File: config.mk
export PLATFORM = sky130hd
export DESIGN_NAME = fscpu_core
export DESIGN_NICKNAME = d
export VERILOG_FILES = /design/src/fscpu_pkg.sv /design/src/fscpu_expand.sv /design/src/fscpu_core.sv
export VERILOG_INCLUDE_DIRS = /design/src /design/src/src
export SDC_FILE = /design/constraint.sdc
export NUM_CORES = 2
export LEC_CHECK = 0
export ABC_AREA = 0
export BUFFER_PORTS_ARGS = -buffer_cell sky130_fd_sc_hd__buf_2
export CAP_MARGIN = 20
export CORE_ASPECT_RATIO = 1.2
export CORE_MARGIN = 3
export CORE_UTILIZATION = 40
export DETAILED_ROUTE_END_ITERATION = 6
export SLEW_MARGIN = 40
export SYNTH_ARGS = -nofsm -noshare
export SYNTH_HDL_FRONTEND = slang
export SYNTH_SLANG_ARGS = --single-unit
File: constraint.sdc
create_clock -name i_clk -period 16.1 [get_ports i_clk]
set_input_delay 0.805 -clock i_clk [delete_from_list [all_inputs] [get_ports i_clk]]
set_output_delay 0.805 -clock i_clk [all_outputs]
set_load 0.01 [all_outputs]
File: src/fscpu_regs.svh
// Purpose: Constants for the five-stage pipeline core.
// Assumes: One core clock.
// Notes: Field positions of the simplified instruction word used by the core.
`ifndef FSCPU_REGS_SVH
`define FSCPU_REGS_SVH
`define FSCPU_PC_STEP_W 32'h0000_0004
`define FSCPU_PC_STEP_C 32'h0000_0002
`define FSCPU_PC_RESET 32'h0000_0000
`define FSCPU_OP_HI 31
`define FSCPU_OP_LO 28
`define FSCPU_SETF_BIT 27
`define FSCPU_USER_BIT 26
`define FSCPU_PRE_BIT 25
`define FSCPU_IMM_BIT 24
`define FSCPU_SIZE_HI 23
`define FSCPU_SIZE_LO 22
`define FSCPU_XTOP_BIT 21
`define FSCPU_YTOP_BIT 20
`define FSCPU_RD_HI 19
`define FSCPU_RD_LO 16
`define FSCPU_RN_HI 15
`define FSCPU_RN_LO 12
`define FSCPU_RM_HI 11
`define FSCPU_RM_LO 8
`define FSCPU_ROT_HI 11
`define FSCPU_ROT_LO 8
`define FSCPU_IMM8_HI 7
`define FSCPU_IMM8_LO 0
`endif

File: src/fscpu_pkg.sv
// Purpose: Types shared by the pipeline core files.
// Assumes: Nothing beyond SystemVerilog.
// Notes: Opcode values are the top nibble of the internal instruction word.
`default_nettype none
package fscpu_pkg;
   typedef enum logic [3:0] {
      FSCPU_OP_NOP = 4'h0, FSCPU_OP_ADD = 4'h1, FSCPU_OP_SUB = 4'h2, FSCPU_OP_AND = 4'h3,
      FSCPU_OP_ORR = 4'h4, FSCPU_OP_MOV = 4'h5, FSCPU_OP_SMUL = 4'h6, FSCPU_OP_LDR = 4'h7,
      FSCPU_OP_STR = 4'h8, FSCPU_OP_LDC = 4'h9, FSCPU_OP_STC = 4'hA, FSCPU_OP_SWP = 4'hB,
      FSCPU_OP_RSV = 4'hF
   } fscpu_op_t;
   typedef enum logic [1:0] {
      FSCPU_SZ_BYTE = 2'h0, FSCPU_SZ_HALF = 2'h1, FSCPU_SZ_WORD = 2'h2
   } fscpu_size_t;
endpackage : fscpu_pkg
`default_nettype wire

File: src/fscpu_expand.sv
// Purpose: Expands a 16-bit compact instruction to its full-width equivalent.
// Assumes: Compact layout op[15:12] rd[10:8] rn[6:4] rm[2:0]; bits 11, 7 and 3 are ignored.
// Notes: The result drives the same decode and register set as full-width code.
`include "fscpu_regs.svh"
`default_nettype none
module fscpu_expand (
   // Compact instruction in.
   input wire logic [15:0] i_half,
   // Full-width instruction out.
   output logic [31:0] o_word
);
   // Fields are placed so the full-width decoder sees the same operation.
   always_comb begin
      o_word = 32'h0000_0000;
      o_word[`FSCPU_OP_HI:`FSCPU_OP_LO] = i_half[15:12];
      o_word[`FSCPU_SETF_BIT] = 1'b1; // Compact arithmetic always updates flags.
      o_word[`FSCPU_SIZE_HI:`FSCPU_SIZE_LO] = 2'h2;
      o_word[`FSCPU_RD_HI:`FSCPU_RD_LO] = {1'b0, i_half[10:8]};
      o_word[`FSCPU_RN_HI:`FSCPU_RN_LO] = {1'b0, i_half[6:4]};
      o_word[`FSCPU_RM_HI:`FSCPU_RM_LO] = {1'b0, i_half[2:0]};
   end
endmodule : fscpu_expand
`default_nettype wire

File: src/fscpu_core.sv
// Purpose: Five-stage pipeline core with separate instruction and data ports.
// Assumes: Memories answer in the same cycle; software keeps accesses aligned.
// Notes: Simplified internal instruction encoding, see fscpu_regs.svh.
// Summary of operation
// - Instructions pass fetch, decode, execute, memory and writeback in order.
// - Each stage holds a different instruction at once.
// - The program counter addresses the instruction being fetched.
// - Separate instruction and data buses may both be busy in one cycle.
// - Only load, store, coprocessor transfers and swap use the data port.
// - Data transfers are byte, halfword or word.
// - Pending register results are forwarded or the pipeline stalls.
// - Full-width and compact instruction states both execute.
// - Compact instructions act like full-width ones on the same registers.
// - Post-indexed user-privilege accesses drive the privilege indicator low; pre-indexed ones leave it high.
// - Immediates are an 8-bit value rotated right by an even count.
// - Halfword multiply picks top or bottom 16 bits of each source.
// - Flags change only when the flag-setting bit is present.
`include "fscpu_regs.svh"
`default_nettype none
module fscpu_core #(
   parameter int NREG = 16
) (
   // Clock and reset.
   input wire logic i_clk,
   input wire logic i_sys_rst,
   // State select: high for compact instructions.
   input wire logic i_compact,
   // Instruction port.
   output logic [31:0] o_iaddr,
   output logic o_ireq,
   input wire logic [31:0] i_idata,
   // Data port.
   output logic [31:0] o_daddr,
   output logic [31:0] o_dwdata,
   output logic o_dreq,
   output logic o_dwrite,
   output logic [1:0] o_dsize,
   output logic o_data_user_privilege_n,
   input wire logic [31:0] i_drdata,
   // Condition flags N Z C V.
   output logic [3:0] o_flags
);
   // The register index fields are four bits wide, so no other bank size can be served.
   if (NREG != 16) begin : g_nreg_check
      $error("NREG must be 16");
   end

   // Rotate an 8-bit value right by twice the rotate field.
   function automatic logic [31:0] rot_imm(input logic [31:0] ins);
      logic [31:0] v;
      logic [4:0] sh;
      v = {24'h00_0000, ins[`FSCPU_IMM8_HI:`FSCPU_IMM8_LO]};
      sh = {ins[`FSCPU_ROT_HI:`FSCPU_ROT_LO], 1'b0};
      return (v >> sh) | (v << (6'd32 - {1'b0, sh}));
   endfunction : rot_imm

   // True for instructions allowed on the data port.
   function automatic logic is_mem(input logic [3:0] op);
      return op inside {fscpu_pkg::FSCPU_OP_LDR, fscpu_pkg::FSCPU_OP_STR,
         fscpu_pkg::FSCPU_OP_LDC, fscpu_pkg::FSCPU_OP_STC, fscpu_pkg::FSCPU_OP_SWP};
   endfunction : is_mem

   // True for instructions that write a register result.
   function automatic logic writes_rd(input logic [3:0] op);
      return !(op inside {fscpu_pkg::FSCPU_OP_NOP, fscpu_pkg::FSCPU_OP_STR,
         fscpu_pkg::FSCPU_OP_STC, fscpu_pkg::FSCPU_OP_RSV});
   endfunction : writes_rd

   // True when a valid stage instruction will write register idx.
   function automatic logic hits(input logic v, input logic [31:0] ins, input logic [3:0] idx);
      return v && writes_rd(ins[`FSCPU_OP_HI:`FSCPU_OP_LO]) &&
         ins[`FSCPU_RD_HI:`FSCPU_RD_LO] == idx;
   endfunction : hits

   logic [31:0] pc_q, pc_d;
   logic [31:0] fd_ins_q, fd_ins_d;
   logic fd_v_q, fd_v_d;
   logic [31:0] de_ins_q, de_ins_d, de_a_q, de_a_d, de_b_q, de_b_d;
   logic de_v_q, de_v_d;
   logic [31:0] em_ins_q, em_ins_d, em_res_q, em_res_d, em_st_q, em_st_d;
   logic em_v_q, em_v_d;
   logic [31:0] mw_ins_q, mw_ins_d, mw_res_q, mw_res_d;
   logic mw_v_q, mw_v_d;
   logic [3:0] flags_q, flags_d;
   logic [31:0] rf_q [NREG];
   logic [31:0] rf_d [NREG];
   logic [31:0] exp_word, fetched, ra, rb, res, em_fwd;
   logic [3:0] de_op, em_op, mw_op, dec_op, dec_rn, dec_rm, de_rd;
   logic stall, mw_we;
   logic [15:0] mx, my;

   fscpu_expand u_expand (
      .i_half(pc_q[1] ? i_idata[31:16] : i_idata[15:0]),
      .o_word(exp_word)
   );

   assign fetched = i_compact ? exp_word : i_idata;
   assign de_op = de_ins_q[`FSCPU_OP_HI:`FSCPU_OP_LO];
   assign em_op = em_ins_q[`FSCPU_OP_HI:`FSCPU_OP_LO];
   assign mw_op = mw_ins_q[`FSCPU_OP_HI:`FSCPU_OP_LO];
   assign dec_op = fd_ins_q[`FSCPU_OP_HI:`FSCPU_OP_LO];
   assign dec_rn = fd_ins_q[`FSCPU_RN_HI:`FSCPU_RN_LO];
   assign dec_rm = fd_ins_q[`FSCPU_RM_HI:`FSCPU_RM_LO];
   assign mw_we = mw_v_q && writes_rd(mw_op);
   assign de_rd = de_ins_q[`FSCPU_RD_HI:`FSCPU_RD_LO];
   // A load in the memory stage forwards the bus data, which answers in the same cycle.
   assign em_fwd = is_mem(em_op) ? i_drdata : em_res_q;

   // Load-use hazard: a load result is not ready in execute, so decode waits a cycle.
   assign stall = fd_v_q && de_v_q && is_mem(de_op) && writes_rd(de_op) &&
      dec_op != fscpu_pkg::FSCPU_OP_NOP &&
      (de_ins_q[`FSCPU_RD_HI:`FSCPU_RD_LO] == dec_rn ||
       de_ins_q[`FSCPU_RD_HI:`FSCPU_RD_LO] == dec_rm);

   // Operand read with forwarding; the youngest producer wins, so execute is tested last.
   always_comb begin
      ra = rf_q[dec_rn];
      rb = rf_q[dec_rm];
      if (hits(mw_v_q, mw_ins_q, dec_rn)) ra = mw_res_q;
      if (hits(mw_v_q, mw_ins_q, dec_rm)) rb = mw_res_q;
      if (hits(em_v_q, em_ins_q, dec_rn)) ra = em_fwd;
      if (hits(em_v_q, em_ins_q, dec_rm)) rb = em_fwd;
      // A load in execute never gets here with a match, because decode stalls for it.
      if (hits(de_v_q, de_ins_q, dec_rn) && !is_mem(de_op)) ra = res;
      if (hits(de_v_q, de_ins_q, dec_rm) && !is_mem(de_op)) rb = res;
      if (fd_ins_q[`FSCPU_IMM_BIT]) rb = rot_imm(fd_ins_q);
   end

   // Execute: ALU, halfword multiply and flag update.
   always_comb begin
      mx = de_ins_q[`FSCPU_XTOP_BIT] ? de_a_q[31:16] : de_a_q[15:0];
      my = de_ins_q[`FSCPU_YTOP_BIT] ? de_b_q[31:16] : de_b_q[15:0];
      flags_d = flags_q;
      unique case (de_op)
         fscpu_pkg::FSCPU_OP_ADD: res = de_a_q + de_b_q;
         fscpu_pkg::FSCPU_OP_SUB: res = de_a_q - de_b_q;
         fscpu_pkg::FSCPU_OP_AND: res = de_a_q & de_b_q;
         fscpu_pkg::FSCPU_OP_ORR: res = de_a_q | de_b_q;
         fscpu_pkg::FSCPU_OP_MOV: res = de_b_q;
         fscpu_pkg::FSCPU_OP_SMUL: res = $signed(mx) * $signed(my);
         default: res = de_a_q + de_b_q; // Memory ops compute the address.
      endcase
      if (de_v_q && de_ins_q[`FSCPU_SETF_BIT] && !is_mem(de_op)) begin
         flags_d = {res[31], res == 32'h0000_0000, flags_q[1:0]};
      end
   end

   // Pipeline advance with stall; older stages always move on.
   always_comb begin
      pc_d = pc_q + (i_compact ? `FSCPU_PC_STEP_C : `FSCPU_PC_STEP_W);
      fd_ins_d = fetched;
      fd_v_d = 1'b1;
      de_ins_d = fd_ins_q;
      de_a_d = ra;
      de_b_d = rb;
      de_v_d = fd_v_q;
      if (stall) begin
         pc_d = pc_q;
         fd_ins_d = fd_ins_q;
         fd_v_d = fd_v_q;
         de_v_d = 1'b0; // A bubble enters execute.
      end
      em_ins_d = de_ins_q;
      em_res_d = res;
      em_st_d = rf_q[de_rd];
      // Store data is forwarded as well, so a store right behind its producer is safe.
      if (hits(mw_v_q, mw_ins_q, de_rd)) em_st_d = mw_res_q;
      if (hits(em_v_q, em_ins_q, de_rd)) em_st_d = em_fwd;
      em_v_d = de_v_q;
      mw_ins_d = em_ins_q;
      mw_res_d = (em_op == fscpu_pkg::FSCPU_OP_LDR || em_op == fscpu_pkg::FSCPU_OP_LDC ||
         em_op == fscpu_pkg::FSCPU_OP_SWP) ? i_drdata : em_res_q;
      mw_v_d = em_v_q;
      rf_d = rf_q;
      if (mw_we) rf_d[mw_ins_q[`FSCPU_RD_HI:`FSCPU_RD_LO]] = mw_res_q;
   end

   always_ff @(posedge i_clk) begin
      if (i_sys_rst) begin
         pc_q <= `FSCPU_PC_RESET;
         fd_v_q <= 1'b0;
         de_v_q <= 1'b0;
         em_v_q <= 1'b0;
         mw_v_q <= 1'b0;
         flags_q <= 4'h0;
         fd_ins_q <= 32'h0000_0000;
         de_ins_q <= 32'h0000_0000;
         em_ins_q <= 32'h0000_0000;
         mw_ins_q <= 32'h0000_0000;
         de_a_q <= 32'h0000_0000;
         de_b_q <= 32'h0000_0000;
         em_res_q <= 32'h0000_0000;
         em_st_q <= 32'h0000_0000;
         mw_res_q <= 32'h0000_0000;
         for (int i = 0; i < NREG; i++) rf_q[i] <= 32'h0000_0000;
      end else begin
         pc_q <= pc_d;
         fd_v_q <= fd_v_d;
         de_v_q <= de_v_d;
         em_v_q <= em_v_d;
         mw_v_q <= mw_v_d;
         flags_q <= flags_d;
         fd_ins_q <= fd_ins_d;
         de_ins_q <= de_ins_d;
         em_ins_q <= em_ins_d;
         mw_ins_q <= mw_ins_d;
         de_a_q <= de_a_d;
         de_b_q <= de_b_d;
         em_res_q <= em_res_d;
         em_st_q <= em_st_d;
         mw_res_q <= mw_res_d;
         rf_q <= rf_d;
      end
   end

   // Ports; both buses run in the same cycle when needed.
   assign o_iaddr = pc_q;
   assign o_ireq = !i_sys_rst;
   assign o_dreq = em_v_q && is_mem(em_op);
   assign o_daddr = em_res_q;
   assign o_dwdata = em_st_q;
   assign o_dwrite = o_dreq && (em_op == fscpu_pkg::FSCPU_OP_STR ||
      em_op == fscpu_pkg::FSCPU_OP_STC);
   assign o_dsize = em_ins_q[`FSCPU_SIZE_HI:`FSCPU_SIZE_LO];
   // Pre-indexed user accesses are illegal; the indicator stays high for them.
   assign o_data_user_privilege_n = !(o_dreq && em_ins_q[`FSCPU_USER_BIT] &&
      !em_ins_q[`FSCPU_PRE_BIT]);
   assign o_flags = flags_q;

   flags_hold_a: assert property (@(posedge i_clk) disable iff (i_sys_rst)
      !(de_v_q && de_ins_q[`FSCPU_SETF_BIT]) |=> $stable(flags_q))
      else $error("flags changed without flag-setting bit");
   dport_idle_a: assert property (@(posedge i_clk) disable iff (i_sys_rst)
      !(de_v_q && is_mem(de_op)) |=> !o_dreq) else $error("data port used by non-memory op");
   stall_hold_a: assert property (@(posedge i_clk) disable iff (i_sys_rst)
      stall |=> $stable(pc_q) && !de_v_q) else $error("stall did not hold fetch");
   pc_step_a: assert property (@(posedge i_clk) disable iff (i_sys_rst)
      !stall && !i_compact |=> pc_q == $past(pc_q) + 32'h0000_0004)
      else $error("pc did not step");
   pipe_flow_a: assert property (@(posedge i_clk) disable iff (i_sys_rst)
      de_v_q |=> em_v_q ##1 mw_v_q) else $error("instruction lost in pipe");
   priv_low_a: assert property (@(posedge i_clk) disable iff (i_sys_rst)
      !o_data_user_privilege_n |-> o_dreq && em_ins_q[`FSCPU_USER_BIT])
      else $error("privilege low without user access");
   dsize_ok_a: assert property (@(posedge i_clk) disable iff (i_sys_rst)
      o_dreq |-> o_dsize != 2'h3) else $error("illegal access size");
   wb_forward_a: assert property (@(posedge i_clk) disable iff (i_sys_rst)
      em_v_q && writes_rd(em_op) |=> mw_v_q && mw_ins_q == $past(em_ins_q))
      else $error("result not carried to writeback");
endmodule : fscpu_core
`default_nettype wire

---- Yosys cells after proc, flatten, opt, wreduce, memory -nomap -nowiden ----
Index checks and enable logic that the tools add are counted.
word-level totals
  RAM bits ................................ 0
  latch bits .............................. 0
  memory bits (read-only) ................. 0
  bits in registers ....................... 838
  memories kept ........................... 0
  output and inout bits ................... 106
cells by class
  add/sub/neg operators ................... 4
  div/mod/pow operators ................... 0
  bitwise operators ....................... 7
  eq/ne operators ......................... 28
  $lt $le $gt $ge ......................... 5
  muxes and demuxes ....................... 29
  reductions and logical operators ........ 47
  $mul .................................... 1
  shift-type cells ........................ 2
operators by type and width
  operator            count
  $mux 32             19
  $bwmux 512          1
  $bmux 32 s4         3
  $pmux 32 s5         1
  $demux 32 s4        1
  $or 32x32->32       2
  $eq 4x4->1 const B  13
  $mux 16             3
  $add 32x3->32       1
  $add 32x32->32      1
  $and 32x32->32      1
  $eq 4x4->1          8
  $logic_not 32->1    1
  $mul 16x16->32      1
  $shl 8x6->32        1
  $shr 8x5->32        1
  $sub 32x32->32      1
  $logic_and 1x1->1   25
  $eq 4x3->1 const B  5
  $ge 5x5->1 const B  4
  $not 4->5           4
  $reduce_bool 4->1   4
  $logic_not 4->1     3
  $reduce_bool 5->1   2
  7 further kinds     17

---- Logic depth before layout (Yosys ltp) ----
  depth in word-level cells ............... 9
  depth in mapped cells ................... 30

---- Modules after synthesis ----
Synthesis repeated with hierarchy kept, for this count alone.
unflattened totals
  cells, all modules ...................... 6146
  area total of the unflattened synthesis .. 55744.7 µm²
modules (own cells, without submodules)
  module        cells each  times used  area each (µm²)
  fscpu_core    6112        1           55497.0
  fscpu_expand  34          1           247.7

---- Least setup slack after synthesis ----
Ideal clock, no wire load.
  path type ............................... reg-to-reg
  start ................................... register de_ins_q[20]
  end ..................................... register flags_q[2] (netlist: o_flags[2])
  setup slack ............................. 8389 ps
  setup time .............................. 84 ps
  buffers on the path ..................... 3
  clock period less this slack ............ 7711 ps
  arrival ................................. 7627 ps
  stages on the path, launching flop included .. 28
  path through ............................ dfxtp_1 > buf_4 > buf_1 > buf_1 > nand2_1 > o21ai_1 > nand2_1 > fa_1 > fa_1 > fa_1 > inv_1 > fa_1 > fa_1 > inv_1 > fa_1 > inv_1 > ha_1 > a211oi_2 > o21bai_1 > a21o_1 > a21o_1 > a211oi_4 > xnor2_1 > a221o_1 > or4b_1 > nor4b_2 > nand4_1 > o31ai_2
on the way
  longest elaborated chain between the ends .. 4
ends and longest elaborated chain
  what                      line               RTL
  start: declaration        fscpu_core.sv:78   logic [31:0] de_ins_q, de_ins_d, de_a_q, de_a_d, de_b_q, de_b_d;
  start signal: assignment  fscpu_core.sv:204  de_ins_q <= de_ins_d;
  $mux 16                   fscpu_core.sv:132  my = de_ins_q[`FSCPU_YTOP_BIT] ? de_b_q[31:16] : de_b_q[15:0];
  $mul 16x16->32            fscpu_core.sv:140  fscpu_pkg::FSCPU_OP_SMUL: res = $signed(mx) * $signed(my);
  $pmux 32 s5               fscpu_core.sv:134  unique case (de_op)
  $logic_not 32->1          fscpu_core.sv:144  flags_d = {res[31], res == 32'h0000_0000, flags_q[1:0]};
  end signal: assignment    fscpu_core.sv:202  flags_q <= flags_d;
  end: declaration          fscpu_core.sv:84   logic [3:0] flags_q, flags_d;
No other way between the ends.
A chain may end at the register's enable or synchronous reset.

---- Worst setup path in the final report ----
  start ................................... register de_ins_q[21]
  end ..................................... register flags_q[2] (netlist: o_flags[2])
on the way
  longest elaborated chain between the ends .. 4
ends and longest elaborated chain
  what              line               RTL
  $mux 16           fscpu_core.sv:131  mx = de_ins_q[`FSCPU_XTOP_BIT] ? de_a_q[31:16] : de_a_q[15:0];
  $mul 16x16->32    fscpu_core.sv:140
  $pmux 32 s5       fscpu_core.sv:134
  $logic_not 32->1  fscpu_core.sv:144
No other way between the ends.

==> results.md <==
- Worst hold path endpoint: mw_res_q[11]$_SDFF_PP0_
- WP buf/inv: 3
- Synthesized area per cell: between 9 and 10 um^2
- First drt pass iteration count: 7
- Hold WC Path Type: input pin to register
- First-pass GRT wire length: 317,000 um
- Largest stage delay on the critical path: 0.71 ns
- # IOs: 173
- Vias in the first global route: 47,425
- Setup CP Type: register to register
- Pin count of the biggest net entering global routing: 132
- GR Util All Layers: 0.297
- Synth top area cells: dfxtp_1 28%, mux4_2 20%, fa_1 9.5%
- WL/cell: 27.6 um
- Most common cell on crit path: fa_1
- Count of cell types in the netlist: between 100 and 150
- Max-slew headroom: 0.367
- Reg-to-Reg Start: de_ins_q[21]$_SDFF_PP0_
- Root Buffer: clkbuf_16
- Fraction of registers with async set/reset: 0
- Fin crit period: 8.57 ns
- Final setup violation count: 0
- Final hold viol count: 0
- Top post-synthesis cells by count: 1,350 x nand2_1, 776 x dfxtp_1, 758 x a21oi_1, 480 x mux4_2, 439 x clkbuf_1
- Max-cap viol count: 0
- Vias per Instance: about 6.2
- CTS tree: built
- Nets: 6,428
- Die X: 346 um
- Post-synth EDFFs: 0
- Post-CTS sizing: 0
- Max Used Layer: met5
- Via count: 48,538
- Die area: 0.143 mm^2
- Pins Over Slew Limit: 0
- Port bufs: 169
- P per Cell Area: 84.9 mW/mm^2
- Synthesized area: 0.0554 mm^2
- Worst Skew: 0.0251 ns
- Synth top area share: 0.280
- Remaining antenna violation count after routing: 0
- Worst hold path depth: 3
- CP Max Fanout: 33
- Critical path, cell by cell: buf_4, mux2i_2, nor2_1, fa_1, inv_1, fa_1, fa_1, fa_1, inv_1, fa_1, fa_1, ha_1, a21oi_1, a21oi_1, or2_2, o21ai_1, nor3_1, o32ai_1, nand4_1, or4b_1, nor4b_2, nand4_1, o31ai_2
- Commonest register cell after synthesis: dfxtp_1
- Share of cells above drive strength 1: 0.177
- R2r worst-path depth: 23
- Vert. Die Dim: about 410 um
- DR DRC count: 0
- Row cnt: between 100 and 150
- CP startpoint kind: register
- Met2 wire len: 103,000 um
- Worst vdd ir: roughly 0.074 mV
- Clock-pin slew of the registers on the worst-case setup and hold paths: 0.07 ns
- Register area share after synthesis: 0.280
- Multi-input logic area: 0.0370 mm^2
- Num CTS Buffers: 83
- Worst Path Required: 16.72 ns
- Period utilization: 0.532
- Max Freq: 0.117 GHz
- RSZ-0062 raised after global routing: no
- Initial DRC count: 5,970
- Total wire length: 217,000 um
- Met3 Routed Length: around 21,000 um
- Least-Margin Pin Slew: 0.943 ns
- Wl on met1: 78,500 um
- Cell count after synthesis: 6,136
- TritonCTS sink count: 776
- Cell with the most instances after synthesis: nand2_1
- Clk_lat worst skew: 0.70 ns
- H-tree depth: 3
- Flop2flop setup slack: 7.53 ns
- Register area: ~0.016 mm^2
- Leak Pwr: between 20 and 25 nW
- Terminus of the critical flop-to-flop path: o_flags[2]$_SDFFE_PP0P_
- Initial core utilization: 0.405
- Post-DP HPWL: 144,000 um
- Hold path start: i_drdata[11]
- GP Congestion: 1.00
- Yosys warns: 0
- Post-CTS setup buffer count: 0
- Initial antenna violation count: 9
- Fillers: about 13,000
- Post-CTS Hold Fix Bufs: 0
- CP arrival: 9.19 ns
- Yosys top cell by area: dfxtp_1
- Clock Path Buffers: 3
- Crit-path slowest cell: mux2i_2
- Core area: around 0.14 mm^2
- Top Family by Delay on Critical Path: adder cells
- Final Total Pwr: 0.00517 W
- Setup tns final: 0 ns
- Global route overflow: 0
- Outcome: finished, final reports clean
- Area growth, synth to finish: 9.97%
- Post-synthesis register bit count: about 780
- Kind of end point of the critical path: register
## report_power, final
| group | internal [W] | switching (W) | leakage (nW) |
|---|---|---|---|
| clock network | 0.00121 | 0.000899 | 1.42 |
| logic | 0.000321 | 0.000590 | 14.3 |
| registers | 0.00197 | 0.000178 | 6.28 |
## registers in the layout, indices dropped and copies added, names as in the netlist, 15 cells and up
register and cells:
o_daddr 32, rf_q 512, de_a_q 32, o_dwdata 32, de_ins_d 32, o_iaddr 31
mw_res_q 32, de_b_q 32, de_ins_q 15
## layer usage
| metal | vias up | track usage |
|---|---|---|
| li1 | 21029 | - |
| met1 | 23965 | 0.361 |
| met2 | 2776 | 0.487 |
| met3 | 766 | 0.0609 |
| met4 | 2 | 0.179 |
| met5 | - | 0 |
## kinds of logic (layout without fill, tap and decap cells)
logic type                 after synthesis  after routing  share of synthesized area
AOI/OAI and AO/OA                     1222           1222                      0.131
xor gates and xnor gates               133            133                     0.0210
adders and majority gates              383            383                      0.122
buffers and inverters                  850            757                     0.0592
DFF                                    776            776                      0.280
muxes                                  637            637                      0.225
other                                    1              9                  0.0000677
and+or+nand+nor                       2134           2134                      0.161
## per-stage QoR
step                hold slack [ns]  worst slack (ns)  instances   util  area, um^2
CTS                           0.314              7.61       7842  0.445       60800
floorplan                     0.414              8.39       6138      -       55400
detailed placement            0.427              7.65       7690  0.424       57900
global placement              0.422              7.42       7683  0.422       57600
global route                  0.369              7.23       7846  0.446       60900
finish                        0.361              7.53       7851  0.446       60900
## cell usage in the layout, fill, tap and decap left out, drive strengths merged, types with 11 or more instances in the layout
cell       n
a211oi   131
a21o      30
a21oi    760
a31oi     17
and2      15
and3      18
buf      283
bufinv    12
clkbuf   108
clkinv    18
dfxtp    776
fa       264
ha       119
inv      330
mux2      52
mux2i    105
mux4     480
nand2   1350
nand2b    24
nand3     50
nand4     31
nor2     405
nor2b    131
nor3      43
o211ai    40
o21a      16
o21ai     92
o22ai     11
o31ai     23
o32ai     14
or2       19
or3       15
xnor2     92
xor2      41
## worst max-delay path by stage
stage,cells after the start,from,to
after CTS,23,de_ins_q[21]$_SDFF_PP0_,o_flags[2]$_SDFFE_PP0P_
after floorplan,27,de_ins_q[20]$_SDFF_PP0_,o_flags[2]$_SDFFE_PP0P_
after global routing,25,de_ins_q[21]$_SDFF_PP0_,o_flags[2]$_SDFFE_PP0P_
final,23,de_ins_q[21]$_SDFF_PP0_,o_flags[2]$_SDFFE_PP0P_
after global placement,23,de_ins_q[21]$_SDFF_PP0_,o_flags[2]$_SDFFE_PP0P_
after detailed placement,23,de_ins_q[21]$_SDFF_PP0_,o_flags[2]$_SDFFE_PP0P_
## cell type report
| type | count | share of cell area |
|---|---|---|
| flip-flops and latches | 776 | 0.256 |
| diodes | 6 | 0.000246 |
| well taps | 1800 | 0.0370 |
| multi-input cells | 4512 | 0.608 |
| clock buffers | 108 | 0.0374 |
| inverters | 322 | 0.0198 |
| clock inverters | 44 | 0.0106 |
| repair buffers | 283 | 0.0316 |
## tightest hold or removal path: stages
cell,delay (ns)
buf_2,0.10
nand2_1,0.05
a21oi_1,0.05
Note: power is estimated with default switching activity, not from simulation.
